`config.mk`:
```
export PLATFORM = sky130hd
export DESIGN_NAME = ilm_top
export DESIGN_NICKNAME = d
export VERILOG_FILES = /design/src/ilm_pkg.sv /design/src/ilm_level_gate.sv /design/src/ilm_top.sv
export VERILOG_INCLUDE_DIRS = /design/src
export SDC_FILE = /design/constraint.sdc
export NUM_CORES = 1
export LEC_CHECK = 0
export BUFFER_PORTS_ARGS = -buffer_cell sky130_fd_sc_hd__clkbuf_2
export CORE_ASPECT_RATIO = 0.5
export CORE_MARGIN = 4
export CORE_UTILIZATION = 47
export CTS_CLUSTER_SIZE = 16
export DETAILED_ROUTE_END_ITERATION = 10
export PLACE_DENSITY = 0.84
export SETUP_SLACK_MARGIN = 0.4
export SYNTH_ARGS = -nofsm -noshare
export SYNTH_HDL_FRONTEND = slang
export SYNTH_HIERARCHICAL = 1
export SYNTH_SLANG_ARGS = --single-unit
```
`constraint.sdc`:
```
create_clock -name ref_clk -period 3.1 [get_ports ref_clk]
set_clock_uncertainty 0.1 [all_clocks]
set_input_delay 0.775 -clock ref_clk [delete_from_list [all_inputs] [get_ports ref_clk]]
set_output_delay 0.775 -clock ref_clk [all_outputs]
set_load 0.02 [all_outputs]
```
`src/ilm_defines.svh`:
```
// constants for the interrupt level mask block
// How it works
// - mask bit 7 gates level seven, fed by the eight port-four external pins
// - mask bit 6 gates level six, fed by the eight port-two external pins
// - mask bit 5 gates level five: both serial channels, transmit and receive
// - mask bit 4 gates level four: watch timer and synchronous serial port
// - mask bit 3 gates level three: timer D0/D1 match/capture and overflow
// - mask bit 2 gates level two: timer C match and overflow
// - mask bit 1 gates level one: timer B match only
// - mask bit 0 gates level zero: timer A match/capture and overflow
// - mask bit 0 hides level requests from the CPU, 1 passes them
`ifndef ILM_DEFINES_SVH
`define ILM_DEFINES_SVH

`define ILM_LEVEL_MASK_ADDR 8'hDD
`define ILM_MASK_RESET 8'h00
`define ILM_NUM_LEVELS 8
`define ILM_LEVEL_ZERO 0
`define ILM_LEVEL_ONE 1
`define ILM_LEVEL_TWO 2
`define ILM_LEVEL_THREE 3
`define ILM_LEVEL_FOUR 4
`define ILM_LEVEL_FIVE 5
`define ILM_LEVEL_SIX 6
`define ILM_LEVEL_SEVEN 7
`define ILM_MASKED 1'b0
`define ILM_UNMASKED 1'b1

`endif

```
`src/ilm_pkg.sv`:
```
// types shared by the interrupt level mask block
package ilm_pkg;

  // raw request lines from every source, grouped by peripheral
  typedef struct packed {
    logic [7:0] port_four_ext_pins;
    logic [7:0] port_two_ext_pins;
    logic uart0_tx;
    logic uart0_rx;
    logic uart1_tx;
    logic uart1_rx;
    logic watch_timer;
    logic sync_serial_port;
    logic timer_d0_match;
    logic timer_d0_ovf;
    logic timer_d1_match;
    logic timer_d1_ovf;
    logic timer_c_match;
    logic timer_c_ovf;
    logic timer_b_match;
    logic timer_a_match;
    logic timer_a_ovf;
  } ilm_src_t;

  // register-addressing access from the CPU core
  typedef struct packed {
    logic [7:0] addr;
    logic set1;
    logic wr;
    logic rd;
    logic [7:0] wdata;
  } ilm_reg_req_t;

  typedef enum logic [0:0] {
    ILM_ACC_IDLE,
    ILM_ACC_READ
  } ilm_acc_t;

endpackage

```
`src/ilm_level_gate.sv`:
```
// one interrupt level: collects its sources and applies its mask bit
`timescale 1ns/10ps
`default_nettype none
`include "ilm_defines.svh"
module ilm_level_gate #(
  parameter int WIDTH = 8
) (
  // sources and mask
  input wire logic [WIDTH-1:0] src,
  input wire logic enable,
  // results
  output logic requested,
  output logic passed
);

  assign requested = |src;
  // a masked level stays invisible to the CPU
  assign passed = requested & (enable == `ILM_UNMASKED);

endmodule
`default_nettype wire

```
`src/ilm_top.sv`:
```
// interrupt level mask register and level gating toward the CPU core
`timescale 1ns/10ps
`default_nettype none
`include "ilm_defines.svh"
module ilm_top #(
  parameter int LEVELS = `ILM_NUM_LEVELS,
  parameter logic [7:0] MASK_ADDR = `ILM_LEVEL_MASK_ADDR,
  parameter logic [7:0] MASK_RESET = `ILM_MASK_RESET
) (
  // clock, reset, enable
  input wire logic ref_clk,
  input wire logic rst_n,
  input wire logic ce,
  // register addressing from the CPU core
  input wire ilm_pkg::ilm_reg_req_t reg_req,
  output logic [7:0] reg_rdata,
  output logic reg_rvalid,
  output logic reg_hit,
  // peripheral request lines
  input wire ilm_pkg::ilm_src_t src,
  // toward the CPU core
  output logic [7:0] level_req,
  output logic level_any,
  output logic [7:0] level_mask,
  output logic [7:0] level_raw
);

  // fans the sources of each level into an eight-wide lane, padded with zero
  // spare lane bits stay zero so the or-reduce in the gate never sees them
  function automatic logic [7:0] level_lane(input ilm_pkg::ilm_src_t s, input int lvl);
    logic [7:0] lane;
    lane = 8'h00;
    case (lvl)
      `ILM_LEVEL_SEVEN: begin
        lane = s.port_four_ext_pins;
      end
      `ILM_LEVEL_SIX: begin
        lane = s.port_two_ext_pins;
      end
      `ILM_LEVEL_FIVE: begin
        lane = {4'h0, s.uart1_rx, s.uart1_tx, s.uart0_rx, s.uart0_tx};
      end
      `ILM_LEVEL_FOUR: begin
        lane = {6'h00, s.sync_serial_port, s.watch_timer};
      end
      `ILM_LEVEL_THREE: begin
        lane = {4'h0, s.timer_d1_ovf, s.timer_d1_match, s.timer_d0_ovf, s.timer_d0_match};
      end
      `ILM_LEVEL_TWO: begin
        lane = {6'h00, s.timer_c_ovf, s.timer_c_match};
      end
      `ILM_LEVEL_ONE: begin
        lane = {7'h00, s.timer_b_match};
      end
      `ILM_LEVEL_ZERO: begin
        lane = {6'h00, s.timer_a_ovf, s.timer_a_match};
      end
      default: begin
        lane = 8'h00;
      end
    endcase
    return lane;
  endfunction

  // the mask lives in set 1 only; the same offset in other sets is not ours
  function automatic logic mask_selected(input ilm_pkg::ilm_reg_req_t r, input logic [7:0] a);
    return r.set1 && (r.addr == a);
  endfunction

  // mask register state
  logic [7:0] mask_q;
  logic [7:0] mask_d;
  // read port state
  ilm_pkg::ilm_acc_t acc_q;
  ilm_pkg::ilm_acc_t acc_d;
  logic [7:0] rdata_q;
  logic [7:0] rdata_d;
  // gated and raw requests
  logic [7:0] req_q;
  logic [7:0] req_d;
  logic [7:0] raw_q;
  logic [7:0] raw_d;
  logic any_q;
  logic any_d;
  // combinational gate results
  logic [7:0] gate_req;
  logic [7:0] gate_pass;
  logic sel;

  assign sel = mask_selected(reg_req, MASK_ADDR);

  // accesses that hit the mask; ce is applied at the flops, so a frozen edge takes nothing
  logic wr_take;
  logic rd_take;
  assign wr_take = reg_req.wr && sel;
  assign rd_take = reg_req.rd && sel;

  // lanes built once per level, so gate and raw view share one grouping
  logic [7:0] lane [8];
  always_comb begin
    for (int i = 0; i < 8; i++) begin
      lane[i] = level_lane(src, i);
    end
  end

  // one gate per level; levels beyond LEVELS read as idle

  genvar g;
  generate
    for (g = 0; g < LEVELS; g++) begin : g_level
      ilm_level_gate #(
        .WIDTH(8)
      ) u_gate (
        .src(lane[g]),
        .enable(mask_q[g]),
        .requested(gate_req[g]),
        .passed(gate_pass[g])
      );
    end
    for (g = LEVELS; g < 8; g++) begin : g_unused
      assign gate_req[g] = 1'b0;
      assign gate_pass[g] = 1'b0;
    end
  endgenerate

  // mask register: every write replaces all eight bits at once
  always_comb begin
    mask_d = mask_q;
    // a read in the same cycle still returns the old value
    if (wr_take) begin
      mask_d = reg_req.wdata;
    end
  end

  // read path: data registered, valid one cycle after the read strobe
  always_comb begin
    acc_d = ilm_pkg::ILM_ACC_IDLE;
    rdata_d = 8'h00;
    case (acc_q)
      ilm_pkg::ILM_ACC_IDLE: begin
        if (rd_take) begin
          acc_d = ilm_pkg::ILM_ACC_READ;
          rdata_d = mask_q;
        end
      end
      ilm_pkg::ILM_ACC_READ: begin
        // back-to-back reads keep valid up and refresh the data
        if (rd_take) begin
          acc_d = ilm_pkg::ILM_ACC_READ;
          rdata_d = mask_q;
        end
      end
      default: begin
        acc_d = ilm_pkg::ILM_ACC_IDLE;
        rdata_d = 8'h00;
      end
    endcase
  end

  // requests toward the CPU are registered so the core samples a clean level
  always_comb begin
    req_d = gate_pass;
    raw_d = gate_req;
    any_d = |gate_pass;
  end

  // mask flops; reset value is a choice, software still loads all eight bits first
  always_ff @(posedge ref_clk or negedge rst_n) begin
    if (!rst_n) begin
      mask_q <= MASK_RESET;
    end else if (ce) begin
      mask_q <= mask_d;
    end
  end

  // read port flops
  always_ff @(posedge ref_clk or negedge rst_n) begin
    if (!rst_n) begin
      acc_q <= ilm_pkg::ILM_ACC_IDLE;
      rdata_q <= 8'h00;
    end else if (ce) begin
      acc_q <= acc_d;
      rdata_q <= rdata_d;
    end
  end

  // request flops; while ce is low the core keeps the last sampled levels
  always_ff @(posedge ref_clk or negedge rst_n) begin
    if (!rst_n) begin
      req_q <= 8'h00;
      raw_q <= 8'h00;
      any_q <= 1'b0;
    end else if (ce) begin
      req_q <= req_d;
      raw_q <= raw_d;
      any_q <= any_d;
    end
  end

  // register-side outputs
  assign reg_rdata = rdata_q;
  assign reg_rvalid = (acc_q == ilm_pkg::ILM_ACC_READ);
  // hit ignores ce: it only says the address is ours
  assign reg_hit = sel & (reg_req.rd | reg_req.wr);

  // level-side outputs, all straight from flops
  assign level_req = req_q;
  assign level_any = any_q;
  assign level_mask = mask_q;
  assign level_raw = raw_q;

endmodule
`default_nettype wire

```
==> results.md, run 1 <==
* Status: completed
* Post-synthesis cell type count at 17
* Crit path DAT at around 1.7 ns
* Fin. max-slew vios at 0
* Register bit total from synthesis at 34
* Cell accounting for the most synthesized area: dfrtp_1
* Gr usage total at between 10% and 20%
* PortBufs at between 80 and 90
* Power, Total at about 840 uW
* Register area share after synthesis at between 50% and 60%
* Post-DR vias/cell at slightly below 5
* First-pass GRT wire length at around 6700 microns
* Initial Utilization at about half
* Max incr delay on CP at approximately 0.42 ns
* Antenna violations before repair at 0
* Post-detail-place hpwl at between 3000 and 4000 microns
* Mapped Cells at 126
* WP buf/inv at 2
* Die Wd at roughly 90 microns
* Final worst-path setup slack at roughly 0.53 ns
* Crit end category: primary output
* CP cell instances: clkbuf_2, or3b_4, nor4_2, clkbuf_2
* Resize count post-CTS at 0
* Total CTS buffers at 5
* Area contributors post-synth: dfrtp_1 54%, mux2_2 17%, nor4_1 7.6%
* Core Rows at 14
* Max Cap Violations at 0
* Most used cell, CP: clkbuf_2
* Area Overhead vs Synth at 43.2%
* Startpoint Class: input pin
* CORE AREA at between 0.003 and 0.004 sq mm
* Yosys warnings at 6
* Area occupied by registers at between 800 and 900 sq um
* H-tree Lvls at 2
* Die footprint at between 0.004 and 0.005 sq mm
* Crit-path slowest cell: or3b_4
* Post-Route WL at just over 4000 microns
* Worst min path class: reg2reg
* Pin count of the biggest net entering global routing at 37
* Post-route ant nets at 0
* Worst slack, placed at 0.527 ns
* Total number of vias at 1397
* Post-cts hold buffer count at 0
* CP required at ~2.2 ns
* Slew HR at between 40% and 50%
* Pleak at approximately 1.2 nW
* Crit path max fanout at 3
* Unrepaired setup endpoints after global routing: no
* # setup viols final at 0
* Synth Cell Area at 0.00157 sq mm
* Final Cell Area at around 0.0022 sq mm
* Endpoints failing hold at 0
* Power Density at approximately 370 mW/mm^2
* F_max at 389 MHz
* CP top delay family: simple AND/OR/NAND/NOR gates
* IO Pins at 88
* Clk_lat worst skew at roughly 0.27 ns
* Multi-input logic area at between 800 and 900 sq um
* Die span in y at 48.8 microns
* Placement Cell Area at roughly 0.0022 sq mm
* DRC Markers at 0
* Avg WL per Cell at ~14 microns
* Gpl congestion at around 0.74
* CTS tree: built
* First-pass DRT Iterations at 4
* Avg Cell Area, Syn at between 10 and 15 sq um
* Final period util at 83.0%
* Iter 0 DRT Violations at 60
* Clock transition at the registers of the reported paths at around 0.060 ns
* Root Buffer: clkbuf_8
* # fillers at around 220
* Tmin final at between 2 and 3 ns
* Sink Count at 34
* VDD IR max at about 210 uV
* Final nets at ~300
* Vias in the first global route at approximately 1.4k
* Worst Tran Pin Value at roughly 0.84 ns
* Share of layout cells above drive strength 1 at 49.2%
* Post-synth top area share at a little over half
* Antenna cells at 0
* Clk buf depth at 2
* Critical setup path kind: in2out
* Total grt overflow at 0
* Final TNS setup at 0 ns
* Post-CTS setup buffer count at 0
[through the flow]
step	instances	util [%]	hold WS (ns)
2_1_floorplan	158	-	0.379
3_3_place_gp	281	69.9	0.390
3_5_place_dp	281	69.9	0.396
4_1_cts	288	72.4	0.410
5_1_grt	288	72.4	0.427
6_report	288	72.4	0.406
[sequential cells by signal, summed over array words and instances, names as in the netlist]
register / count
reg_rvalid: 1
level_raw: 8
level_any: 1
reg_rdata: 8
level_mask: 8
level_req: 8
[logic make-up (layout without fill, tap and decap cells)]
group	count (synthesis)	in the layout	share of synthesized area (%)
compound gates	18	18	9.90
buf+inv	5	95	1.20
flops	34	34	54.3
mux	24	24	17.2
other cells	1	33	0.239
simple gates	44	44	17.2
[power by group]
group	total [mW]	internal [mW]	switching (mW)
clock network	0.298	0.154	0.144
logic	0.0893	0.0390	0.0504
registers	0.452	0.448	0.00325
[cell type report]
type | instances | share of cell area [%]
multi-input cells | 119 | 36.7
repair buffers | 88 | 19.7
well taps | 40 | 2.23
flip-flops and latches | 34 | 37.9
clock buffers | 7 | 3.40
[final timing paths]
| kind | start | endpoint | slack, ns | cells after the start |
|---|---|---|---|---|
| max in group asynchronous | rst_n | level_raw[4] | 1.88 | 1 |
| worst min register to register | level_raw[4] | level_raw[4] | 0.41 | 1 |
| worst max register to register | level_mask[1] | level_any | 1.77 | 3 |
| worst min-delay path | level_raw[4] | level_raw[4] | 0.41 | 1 |
| worst max-delay path | reg_req[12] | reg_hit | 0.53 | 4 |
| min in group asynchronous | rst_n | level_req[5] | 0.49 | 1 |
[cells in the final DEF, fill, tap and decap left out]
| master | n |
|---|---|
| nor3_2 | 1 |
| nor2_1 | 2 |
| clkbuf_2 | 87 |
| a41o_1 | 8 |
| nor4_4 | 1 |
| buf_4 | 1 |
| nand4_1 | 1 |
| a31o_2 | 1 |
| a21boi_1 | 8 |
| nor4_2 | 1 |
| mux2_2 | 24 |
| nor2b_1 | 9 |
| clkbuf_8 | 5 |
| nor4_1 | 18 |
| nand2_1 | 10 |
| conb_1 | 33 |
| or3b_4 | 1 |
| dfrtp_1 | 34 |
| a31oi_1 | 1 |
| clkbuf_1 | 2 |
[layer usage]
metal / vias to the layer above / part of all wire, % / global-route usage (%)
li1: 692 / - / -
met1: 668 / 41 / 23.8
met2: 35 / 54 / 34.7
met3: 2 / 4.4 / 4.05
met4: 0 / 0.54 / 5.69
met5: - / 0 / 0
[synthesized netlist by cell type, drive strengths merged]
master and instances:
mux2 24, nor3 1, a41o 8, buf 2, a31oi 1, or3b 1, nor2 2, nor4 20
a31o 1, nor2b 9, conb 1, nand2 10, nand4 1, clkbuf 3, dfrtp 34, a21boi 8
Power figures use the tool's default switching activity.
==> run 2, diff against run 1 <==
CORE_UTILIZATION = 39   (was 47)
PLACE_DENSITY = 0.75   (was 0.84)
clock period = 2.2 ns   (was 3.1 ns; I/O delays follow)
==> results.md, run 2 (synthesis gave the netlist of run 1 again) <==
* Power Density at 531 mW/mm^2 (+42%)
* Fin. max-slew vios at 0 (unchanged)
* CP top delay family: simple AND/OR/NAND/NOR gates
* Max Cap Violations at 0 (unchanged)
* Final TNS setup at 0 ns (unchanged)
* R2R Path End: level_any
* Min Hold Slack at 0.198 ns (-0.208 ns)
* Avg WL per Cell at 13.3 microns (-6.0%)
* Max incr delay on CP at 0.40 ns (-0.02 ns)
* Vias in the first global route at 1517 (+5.1%)
* Crit path max fanout at 2 (-1)
* Reg2reg path depth at 3 (unchanged)
* Status: completed
* Die footprint at 0.00516 sq mm (+18%)
* Unrepaired setup endpoints after global routing: yes
* Total CTS buffers at 5 (unchanged)
* CP cell instances: clkbuf_2, or3b_4, nor4_4, buf_4
* CORE AREA at 0.00364 sq mm (+17%)
* Total grt overflow at 0 (unchanged)
* Area Overhead vs Synth at 49.8%
* Final period util at approximately 90%
* Core Rows at 15 (+1)
* VDD IR max at 375 uV (+79%)
* Crit path DAT at 1.33 ns (-0.37 ns)
* # fillers at 292 (+30%)
* Worst min path class: in2async
* First-pass DRT Iterations at 4 (unchanged)
* Post-detail-place hpwl at 3240 microns (+1.7%)
* Die Wd at 97.7 microns (+8.9%)
* Commonest cells after routing, fill and taps aside: 86 x clkbuf_2, 34 x dfrtp_1, 33 x conb_1
* Antenna violations before repair at 0 (unchanged)
* # setup viols final at 0 (unchanged)
* Post-cts hold buffer count at 0 (unchanged)
* First-pass GRT wire length at 6840 microns (+2.5%)
* Most common cell after layout, fill and taps aside: clkbuf_2
* Iter 0 DRT Violations at 40 (-33%)
* Crit end category: primary output
* Sink Count at 34 (unchanged)
* Crit-path slowest cell: or3b_4
* Reg2Reg Setup Slack at 0.82 ns (-0.95 ns)
* Post-route ant nets at 0 (unchanged)
* Tmin final at 1.98 ns
* Post-DR vias/cell at 4.71 (-2.9%)
* Antenna cells at 0 (unchanged)
* F_max at ~500 MHz
* Clk buf depth at 2 (unchanged)
* Initial Utilization at 43.1% (-7.5 points)
* Root Buffer: clkbuf_8
* RR Startpoint: level_mask[1]
* CTS tree: built
* DRC Markers at 0 (unchanged)
* Gpl congestion at 0.762 (+2.9%)
* PortBufs at 87 (unchanged)
* Post-Route WL at 4080 microns (about the same)
* Total number of vias at 1442 (+3.2%)
* IO Pins at 88 (unchanged)
* Startpoint Class: input pin
* Cell Count, Final, Fillers Out at 306 (+6.3%)
* Die span in y at 52.8 microns (+8.2%)
* Power, Total at 1.25 mW (+48%)
* Clock transition at the registers of the reported paths at 0.07 ns (about the same)
* Clk_lat worst skew at 0.28 ns (about the same)
* Final nets at 307 (+2.0%)
* CP required at 1.55 ns (-0.67 ns)
* WP buf/inv at 2 (unchanged)
* Gr usage total at 16.7% (-3.0 points)
* Pin count of the biggest net entering global routing at 37 (unchanged)
* Endpoints failing hold at 0 (unchanged)
* Placed cells at 296 (+5.3%)
* Pleak at 1.28 nW (+3.7%)
* H-tree Lvls at 2 (unchanged)
* Critical setup path kind: in2out
* Share of layout cells above drive strength 1 at 51.4% (+2.2 points)
## run 2: cell count changes in the layout (fill, tap and decap cells not counted)
cell / previous run / this run
buf_4: 1 / 7
mux2_2: 24 / 21
mux2_4: 0 / 3
clkbuf_1: 2 / 0
buf_6: 0 / 1
clkbuf_2: 87 / 86
clkbuf_8: 5 / 6
clkinv_2: 0 / 1
clkinvlp_4: 0 / 1
nor4_2: 1 / 0
nor4_4: 1 / 2
## run 2: metrics by stage
stage          util, %  setup WS (ns)  instance area (sq um)
4_1_cts           64.1          0.183                   2330
5_1_grt           64.5          0.194                   2350
3_3_place_gp      61.0          0.162                   2220
6_report          64.5          0.216                   2350
3_5_place_dp      61.0          0.150                   2220
2_1_floorplan        -          0.285                   1700
## run 2: how the worst max path moves through the flow
stage,start,to,slack [ns],cells after the start
after floorplan,reg_req[12],level_mask[0],0.28,3
after global placement,reg_req[14],reg_hit,0.16,4
after detailed placement,reg_req[12],reg_hit,0.15,4
after CTS,reg_req[16],reg_hit,0.18,4
after global routing,reg_req[12],reg_hit,0.19,4
final,reg_req[12],reg_hit,0.22,4
## run 2: routing by layer
metal  GRT usage (%)  routed length, microns  part of all wire (%)
met1            19.1                    1660                    41
met2            31.4                    2160                    53
met3            4.25                     206                   5.1
met4            4.83                      57                   1.4
met5               0                       0                     0
## run 2: worst reg2reg max path, cell delays in order, from the launching register on
cell and delay (ns):
dfrtp_1 0.42, a21boi_1 0.16, nor4_1 0.43, a31oi_1 0.14
## run 2: layout make-up
| type | count | area, sq um | share of cell area [%] |
|---|---|---|---|
| tap | 51 | 63.8 | 2.72 |
| clock buffer | 6 | 82.6 | 3.52 |
| timing repair buffer | 94 | 494 | 21.0 |
| clock inverter | 2 | 12.5 | 0.533 |
| multi-input combinational | 119 | 845 | 36.0 |
| sequential | 34 | 851 | 36.2 |
## run 2: report_power, final
| group | total, mW | internal (mW) | switching [mW] |
|---|---|---|---|
| sequential | 0.636 | 0.631 | 0.00448 |
| combinational | 0.131 | 0.0593 | 0.0717 |
| clock | 0.479 | 0.251 | 0.228 |
## run 2: timing repair
action,in CTS,in global routing
pin swaps,2,1
setup endpoints to repair,1,9
resized for setup,1,5
setup buffers,2,0
